`config.mk`:
```
export PLATFORM = sky130hd
export DESIGN_NAME = cseq_exec
export DESIGN_NICKNAME = d
export VERILOG_FILES = /design/src/design/cseq_pkg.sv /design/src/design/cseq_addr_if.sv /design/src/design/cseq_addr_resolve.sv /design/src/design/cseq_exec.sv
export SDC_FILE = /design/constraint.sdc
export NUM_CORES = 1
export LEC_CHECK = 0
export BUFFER_PORTS_ARGS = -buffer_cell sky130_fd_sc_hd__buf_2
export CAP_MARGIN = 40
export CORE_ASPECT_RATIO = 1.5
export CORE_MARGIN = 4
export CORE_UTILIZATION = 30
export CTS_BUF_LIST = sky130_fd_sc_hd__clkbuf_8
export CTS_CLUSTER_SIZE = 10
export DETAILED_ROUTE_END_ITERATION = 7
export HOLD_SLACK_MARGIN = 0.08
export PLACE_DENSITY = 0.57
export SLEW_MARGIN = 20
export SYNTH_ARGS = -nofsm -noshare
export SYNTH_HDL_FRONTEND = slang
export SYNTH_SLANG_ARGS = --single-unit
```
`constraint.sdc`:
```
create_clock -name sys_clk_i -period 3.06 [get_ports sys_clk_i]
set_clock_uncertainty 0.15 [all_clocks]
set_input_delay 0.153 -clock sys_clk_i [delete_from_list [all_inputs] [get_ports sys_clk_i]]
set_output_delay 0.153 -clock sys_clk_i [all_outputs]
set_load 0.02 [all_outputs]
```
`src/design/cseq_pkg.sv`:
```
// package: constants and types for the compare-skip-if-equal execution unit
package cseq_pkg;
  localparam int unsigned CSEQ_DATA_W = 8;
  localparam int unsigned CSEQ_FADDR_W = 8;
  localparam int unsigned CSEQ_BANK_W = 4;
  localparam int unsigned CSEQ_ADDR_W = 12;
  // highest file address that uses indexed literal offset in extended mode
  localparam logic [7:0] CSEQ_ILO_LIMIT = 8'h5f;
  // access bank: addresses below CSEQ_ACC_SPLIT map to bank 0, the rest to the top bank
  localparam logic [7:0] CSEQ_ACC_SPLIT = 8'h60;
  localparam logic [3:0] CSEQ_ACC_HI_BANK = 4'hf;
  // phase counter values
  localparam logic [1:0] CSEQ_Q1 = 2'h0;
  localparam logic [1:0] CSEQ_Q2 = 2'h1;
  localparam logic [1:0] CSEQ_Q3 = 2'h2;
  localparam logic [1:0] CSEQ_Q4 = 2'h3;

  typedef enum logic [1:0] {
    CSEQ_IDLE = 2'b00,
    CSEQ_EXEC = 2'b01,
    CSEQ_SKIP1 = 2'b10,
    CSEQ_SKIP2 = 2'b11
  } cseq_state_t;

  typedef enum logic [1:0] {
    CSEQ_MODE_BANKED = 2'b00,
    CSEQ_MODE_ACCESS = 2'b01,
    CSEQ_MODE_INDEXED = 2'b10
  } cseq_amode_t;
endpackage

```
`src/design/cseq_addr_if.sv`:
```
// interface: operand address request and result between core and resolver
`timescale 1ns/1ps
interface cseq_addr_if;
  import cseq_pkg::*;
  logic [7:0] faddr;
  logic access_sel;
  logic ext_en;
  logic [3:0] bank;
  logic [11:0] index_base;
  logic [11:0] addr;
  cseq_amode_t mode;
  modport core (output faddr, access_sel, ext_en, bank, index_base,
                input addr, mode);
  modport resolver (input faddr, access_sel, ext_en, bank, index_base,
                    output addr, mode);
endinterface

```
`src/design/cseq_addr_resolve.sv`:
```
// module: operand address resolution (access bank, banked, indexed)
`timescale 1ns/1ps
module cseq_addr_resolve
  import cseq_pkg::*;
(
  cseq_addr_if.resolver ai
);
  always_comb
  begin
    if (ai.ext_en && !ai.access_sel && ai.faddr <= CSEQ_ILO_LIMIT)
    begin
      // indexed literal offset: base pointer plus literal
      ai.mode = CSEQ_MODE_INDEXED;
      ai.addr = ai.index_base + {4'h0, ai.faddr};
    end
    else if (!ai.access_sel)
    begin
      // access bank ignores the bank select register
      ai.mode = CSEQ_MODE_ACCESS;
      ai.addr = (ai.faddr < CSEQ_ACC_SPLIT) ? {4'h0, ai.faddr}
                                            : {CSEQ_ACC_HI_BANK, ai.faddr};
    end
    else
    begin
      ai.mode = CSEQ_MODE_BANKED;
      ai.addr = {ai.bank, ai.faddr};
    end
  end
endmodule // cseq_addr_resolve

```
`src/design/cseq_exec.sv`:
```
// module: execution of the compare-skip-if-equal byte instruction
// Summary of operation
// - byte and working register are compared by unsigned subtraction.
// - on equality the fetched next instruction runs as a no-operation.
// - one word, one cycle; two cycles when a one-word skip happens.
// - skipping a two-word instruction takes three cycles in total.
// - access bit zero, extended set off: access bank, bank select ignored.
// - access bit one: the bank select register picks the register bank.
// - extended set, access bit zero, address up to 95: indexed offset.
// - decode in Q1, read in Q2, process in Q3, no write in Q4.
// - every extra skip cycle does nothing in all four phases.
`timescale 1ns/1ps
module cseq_exec
  import cseq_pkg::*;
(
  input wire logic sys_clk_i,
  input wire logic reset_i,
  input wire logic start_i,
  input wire logic [cseq_pkg::CSEQ_FADDR_W-1:0] faddr_i,
  input wire logic access_sel_i,
  input wire logic ext_en_i,
  input wire logic [cseq_pkg::CSEQ_BANK_W-1:0] bank_select_register_i,
  input wire logic [cseq_pkg::CSEQ_ADDR_W-1:0] index_base_i,
  input wire logic [cseq_pkg::CSEQ_DATA_W-1:0] wreg_i,
  input wire logic [cseq_pkg::CSEQ_DATA_W-1:0] mem_rdata_i,
  input wire logic next_two_word_i,
  output logic busy_o,
  output logic [cseq_pkg::CSEQ_ADDR_W-1:0] mem_addr_o,
  output logic mem_rd_o,
  output logic mem_wr_o,
  output logic status_wr_o,
  output logic wreg_wr_o,
  output logic fetch_discard_o,
  output logic skip_o,
  output logic done_o,
  output logic [1:0] phase_o,
  output cseq_pkg::cseq_amode_t amode_o
);
  import cseq_pkg::*;

  // ==========================================================
  // state
  typedef struct packed {
    cseq_state_t st;
    logic [1:0] ph;
    logic [7:0] faddr;
    logic acc;
    logic ext;
    logic [3:0] bank;
    logic [11:0] base;
    logic [11:0] addr;
    cseq_amode_t mode;
    logic [7:0] wv;
    logic eq;
    logic two;
    logic rd;
    logic discard;
    logic done;
  } cseq_exec_t;

  cseq_exec_t s_q;
  cseq_exec_t s_d;

  cseq_addr_if ai ();

  assign ai.faddr = s_q.faddr;
  assign ai.access_sel = s_q.acc;
  assign ai.ext_en = s_q.ext;
  assign ai.bank = s_q.bank;
  assign ai.index_base = s_q.base;

  cseq_addr_resolve u_resolve (
    .ai(ai)
  );

  // ==========================================================
  // compare by subtraction; borrow is ignored, only zero matters
  function automatic logic bytes_equal(input logic [7:0] f,
                                       input logic [7:0] w);
    logic [7:0] diff;
    diff = f - w;
    return diff == 8'h00;
  endfunction

  // ==========================================================
  // next state
  always_comb
  begin
    s_d = s_q;
    s_d.rd = 1'b0;
    s_d.done = 1'b0;
    s_d.discard = 1'b0;
    s_d.ph = s_q.ph + 2'h1;
    unique case (s_q.st)
      CSEQ_IDLE:
      begin
        s_d.ph = CSEQ_Q1;
        if (start_i)
        begin
          // operands latched at start; decode happens in Q1
          s_d.st = CSEQ_EXEC;
          s_d.faddr = faddr_i;
          s_d.acc = access_sel_i;
          s_d.ext = ext_en_i;
          s_d.bank = bank_select_register_i;
          s_d.base = index_base_i;
          s_d.wv = wreg_i;
          s_d.two = next_two_word_i;
        end
      end
      CSEQ_EXEC:
      begin
        if (s_q.ph == CSEQ_Q1)
        begin
          s_d.addr = ai.addr; // decode
          s_d.mode = ai.mode;
          s_d.rd = 1'b1; // read during Q2
        end
        if (s_q.ph == CSEQ_Q3)
          s_d.eq = bytes_equal(mem_rdata_i, s_q.wv);
        if (s_q.ph == CSEQ_Q4)
        begin
          // Q4 writes nothing
          if (s_q.eq)
          begin
            s_d.st = CSEQ_SKIP1;
            s_d.discard = 1'b1;
          end
          else
          begin
            s_d.st = CSEQ_IDLE;
            s_d.done = 1'b1;
          end
        end
      end
      CSEQ_SKIP1:
      begin
        // no operation in any phase
        if (s_q.ph == CSEQ_Q4)
        begin
          if (s_q.two)
          begin
            s_d.st = CSEQ_SKIP2; // second word also discarded
            s_d.discard = 1'b1;
          end
          else
          begin
            s_d.st = CSEQ_IDLE;
            s_d.done = 1'b1;
          end
        end
      end
      CSEQ_SKIP2:
      begin
        if (s_q.ph == CSEQ_Q4)
        begin
          s_d.st = CSEQ_IDLE; // three cycles total
          s_d.done = 1'b1;
        end
      end
    endcase
  end

  always_ff @(posedge sys_clk_i)
  begin
    if (reset_i)
      s_q <= '0;
    else
      s_q <= s_d;
  end

  // ==========================================================
  // outputs; write strobes are tied low since nothing is modified
  assign busy_o = (s_q.st != CSEQ_IDLE);
  assign mem_addr_o = s_q.addr;
  assign mem_rd_o = s_q.rd;
  assign mem_wr_o = 1'b0;
  assign status_wr_o = 1'b0;
  assign wreg_wr_o = 1'b0;
  assign fetch_discard_o = s_q.discard;
  assign skip_o = s_q.eq && (s_q.st == CSEQ_SKIP1 || s_q.st == CSEQ_SKIP2);
  assign done_o = s_q.done;
  assign phase_o = s_q.ph;
  assign amode_o = s_q.mode;

  // ==========================================================
  // checks
  property p_cycles_noskip;
    @(posedge sys_clk_i) disable iff (reset_i)
    (s_q.st == CSEQ_EXEC && s_q.ph == CSEQ_Q4 && !s_q.eq)
      |=> done_o && !busy_o;
  endproperty
  a_cycles_noskip: assert property (p_cycles_noskip)
    else $error("no-skip instruction did not end after one cycle");

  property p_skip_one;
    @(posedge sys_clk_i) disable iff (reset_i)
    (s_q.st == CSEQ_EXEC && s_q.ph == CSEQ_Q4 && s_q.eq && !s_q.two)
      |=> fetch_discard_o ##4 done_o;
  endproperty
  a_skip_one: assert property (p_skip_one)
    else $error("one-word skip did not take exactly one extra cycle");

  property p_skip_two;
    @(posedge sys_clk_i) disable iff (reset_i)
    (s_q.st == CSEQ_EXEC && s_q.ph == CSEQ_Q4 && s_q.eq && s_q.two)
      |=> fetch_discard_o ##4 fetch_discard_o ##4 done_o;
  endproperty
  a_skip_two: assert property (p_skip_two)
    else $error("two-word skip did not take two extra cycles");

  property p_read_q2;
    @(posedge sys_clk_i) disable iff (reset_i)
    mem_rd_o |-> s_q.st == CSEQ_EXEC && phase_o == CSEQ_Q2;
  endproperty
  a_read_q2: assert property (p_read_q2)
    else $error("memory read outside Q2 of the normal cycle");

  property p_skip_quiet;
    @(posedge sys_clk_i) disable iff (reset_i)
    (s_q.st == CSEQ_SKIP1 || s_q.st == CSEQ_SKIP2)
      |-> !mem_rd_o && !mem_wr_o && !wreg_wr_o && !status_wr_o
          && $stable(mem_addr_o) && $stable(amode_o);
  endproperty
  a_skip_quiet: assert property (p_skip_quiet)
    else $error("activity during a skip cycle");

  property p_equal;
    @(posedge sys_clk_i) disable iff (reset_i)
    (s_q.st == CSEQ_EXEC && s_q.ph == CSEQ_Q3)
      |=> s_q.eq == ($past(mem_rdata_i) == s_q.wv) [*1];
  endproperty
  a_equal: assert property (p_equal)
    else $error("compare result differs from byte equality");

  property p_access;
    @(posedge sys_clk_i) disable iff (reset_i)
    (s_q.st == CSEQ_EXEC && s_q.ph == CSEQ_Q1 && !s_q.acc && !s_q.ext)
      |=> amode_o == CSEQ_MODE_ACCESS;
  endproperty
  a_access: assert property (p_access)
    else $error("access bank not selected");

  property p_banked;
    @(posedge sys_clk_i) disable iff (reset_i)
    (s_q.st == CSEQ_EXEC && s_q.ph == CSEQ_Q1 && s_q.acc)
      |=> mem_addr_o == {$past(s_q.bank), $past(s_q.faddr)};
  endproperty
  a_banked: assert property (p_banked)
    else $error("banked address wrong");

  property p_indexed;
    @(posedge sys_clk_i) disable iff (reset_i)
    (s_q.st == CSEQ_EXEC && s_q.ph == CSEQ_Q1 && !s_q.acc && s_q.ext
     && s_q.faddr <= CSEQ_ILO_LIMIT)
      |=> amode_o == CSEQ_MODE_INDEXED;
  endproperty
  a_indexed: assert property (p_indexed)
    else $error("indexed literal offset mode not used");

  property p_no_write;
    @(posedge sys_clk_i) disable iff (reset_i)
    busy_o |-> !mem_wr_o && !wreg_wr_o && !status_wr_o;
  endproperty
  a_no_write: assert property (p_no_write)
    else $error("write strobe during execution");
endmodule // cseq_exec

```
==> results by group <==
Logic synthesis
  – Cell count after synthesis: 397
  – Area leader, netlist: dfxtp_1
  – Synth warn: 0
  – Post-synthesis area per instance: 7.829 sq um
  – Post-synthesis mux area share: 1.369%
  – Dominant cells by area after synthesis: dfxtp_1 (37%), nand2_1 (11%), ha_1 (8.9%), a21oi_1 (8.5%), buf_4 (4.8%)
  – Synth Area in Simple Gates: 20.73%
  – Primary FF master, synth: dfxtp_1
  – Seq/Total Area, Yosys: 36.71%
  – Post-synthesis compound-gate area fraction: 19.44%
  – Adder-Cell Fraction of Synth Area: 9.501%
  – Largest family of logic cells by synthesized area: simple AND/OR/NAND/NOR gates
  – Top-area cell type share of the netlist area: 36.71%
  – Yosys reg bits: 57
  – XOR/XNOR share of the synthesized area: 2.254%
  – Synth Cell Area: 3108 sq um
  – Post-synth EDFFs: 0
  – Ys async rst share: 0%
  – Netlist cell types: 57

Clocking
  – Root Driver: clkbuf_8
  – Post-CTS Setup Inserts: 0
  – H-tree level count: 3
  – Clk slew on worst S/H paths: 60 ps
  – Clk_lat worst skew: 340 ps
  – Post-CTS Hold Buffers: 36
  – Max Buffers Root-to-Sink: 2
  – CTS resizes: 0
  – CTS Buf Count: 9
  – Clk sinks: 57
  – CTS tree: yes

Layout
  – Fin cells: 597
  – Commonest non-fill, non-tap cell in the layout: nand2_1
  – Number of fillers in the final layout: 1066
  – Commonest non-fill, non-tap cells in the layout: nand2_1 (95), buf_2 (66), dfxtp_1 (57), a21oi_1 (53), dlygate4sd3_1 (36)
  – Share of layout cells above drive strength 1: 18.96%
  – Layout area overhead: 26.01%
  – Inserted Diodes: 0
  – Final core utilization: 38.64%
  – Design area: 3916 sq um
  – Nets@finish: 546

Timing
  – Slew Limit Fails: 0
  – Period utilisation layout: 74.31%
  – Final Setup Violations: 0
  – Sum of negative setup slack: 0 ps
  – Max frequency: 439.8 MHz
  – Least-Margin Pin Slew: 737.7 ps
  – Fin. Hold Viols: 0
  – RSZ-0062 raised after global routing: no
  – Worst slew margin: 50.82%
  – Min Tclk post-route: 2274 ps

Setup path
  – CP Data Required Time: 3170 ps
  – Arr. time, crit path: 2380 ps
  – Crit end category: flip-flop
  – Setup CP Type: reg -> reg
  – CP max FO: 3
  – Startpoint Class: flip-flop
  – Reg2reg setup slack: 790 ps

Floorplanning
  – Core area: 10130 sq um
  – I/O Pins: 70
  – # rows: 45
  – Die Area: 12090 sq um
  – Die Y: 132.7 um
  – Starting Density: 30.67%
  – Die span in x: 91.11 um

Route
  – DR iter-0 viols: 162
  – Drt wl/cell: 13.23 um
  – Overall routed net length: 7899 um
  – DR DRC count: 0
  – Drt pass-1 iters: 4
  – DR vias/cell: 4.799
  – Vias: 2865
  – Antenna Nets Post-Route: 0

Placement
  – DP Area: 3393 sq um
  – Final GP Congestion: 0.9117
  – DPL Wire Length: 5726 um
  – I/O Buffers: 66
  – Placed Cells: 547

Power
  – Overall power: 1.956 mW
  – VDD IR max: 0.0001624 V
  – PD cells: 499.4 nW/um^2
  – P_leak: 1.680 nW

GRT
  – Antenna violations before repair: 0
  – GRT Util Overall: 13.73%
  – Vias in the first global route: 2860
  – First-pass GRT wire length: 13380 um
  – Largest net degree at the start of global routing: 41
  – Overflow after GRT: 0

Job
  – Max Cap Violations: 0

Min path
  – Worst hold path type: in -> reg

Status
  – Status: completed
flip-flops by register name (all words and copies together) (netlist names):
register / flops
ai.index_base: 12
mem_addr_o: 12
s_q: 12
ai.faddr: 8
ai.bank: 4
amode_o: 2
phase_o: 2
ai.access_sel: 1
ai.ext_en: 1
done_o: 1
fetch_discard_o: 1
mem_rd_o: 1
cells in the mapped netlist (4+ instances only):
cell	n
o21ai_0	6
nor3_1	5
a21oi_1	53
a211oi_1	8
xnor2_1	5
clkbuf_1	9
inv_1	20
nor2_1	22
or3_1	4
ha_1	22
buf_2	7
nand2_1	95
o31ai_1	5
dfxtp_1	57
buf_4	20
metal layers:
layer / GRT usage [%] / part of all wire (%) / routed length, um
met5: 0 / 0 / 0
met4: 7.215 / 2.8 / 222
met3: 2.560 / 3.5 / 275
met2: 23.51 / 51 / 3993
met1: 16.11 / 43 / 3408
cell type report:
type / instances / area, sq um / area share, %
Timing Repair Buffer: 106 / 720.7 / 18.40
Multi-Input combinational cell: 283 / 1670 / 42.65
Inverter: 20 / 75.07 / 1.917
Clock inverter: 3 / 11.26 / 0.2875
Tap cell: 117 / 146.4 / 3.738
Clock buffer: 11 / 151.4 / 3.866
Sequential cell: 57 / 1141 / 29.14
per-stage QoR:
step | setup WS, ps | hold slack (ps)
5_1_grt | 654.5 | 162.1
6_report | 786.1 | 117.3
4_1_cts | 776.0 | 96.96
2_1_floorplan | 946.2 | 139.0
3_5_place_dp | 811.0 | 251.3
3_3_place_gp | 855.3 | 244.4
final timing paths:
kind / startpoint / end / cells past startpoint
setup / recovery: ai.faddr[0] / mem_addr_o[6] / 8
hold / removal: start_i / s_q[55] / 5
setup reg to reg: ai.faddr[0] / mem_addr_o[6] / 8
hold reg to reg: amode_o[1] / amode_o[1] / 2
kinds of logic after synthesis:
| family | count (synthesis) |
|---|---|
| and+or+nand+nor | 148 |
| AOI/OAI and AO/OA | 97 |
| buffers and inverters | 59 |
| DFF | 57 |
| adders and majority gates | 23 |
| xor gates and xnor gates | 8 |
| muxes | 4 |
| other | 1 |
critical path, cell delays in order (launching register included):
cell and delay, ps:
dfxtp_1 320, ha_1 230, inv_1 80, fa_1 200, and2b_1 210, o31a_1 250, o21ai_0 190, mux2_2 370
a211oi_2 190
power breakdown:
group	internal, mW	leakage [nW]	switching, mW
Clock	0.320	0.0951	0.278
Sequential	0.810	0.467	0.0485
Combinational	0.206	1.12	0.292
Note: power is estimated with default switching activity, not from simulation.
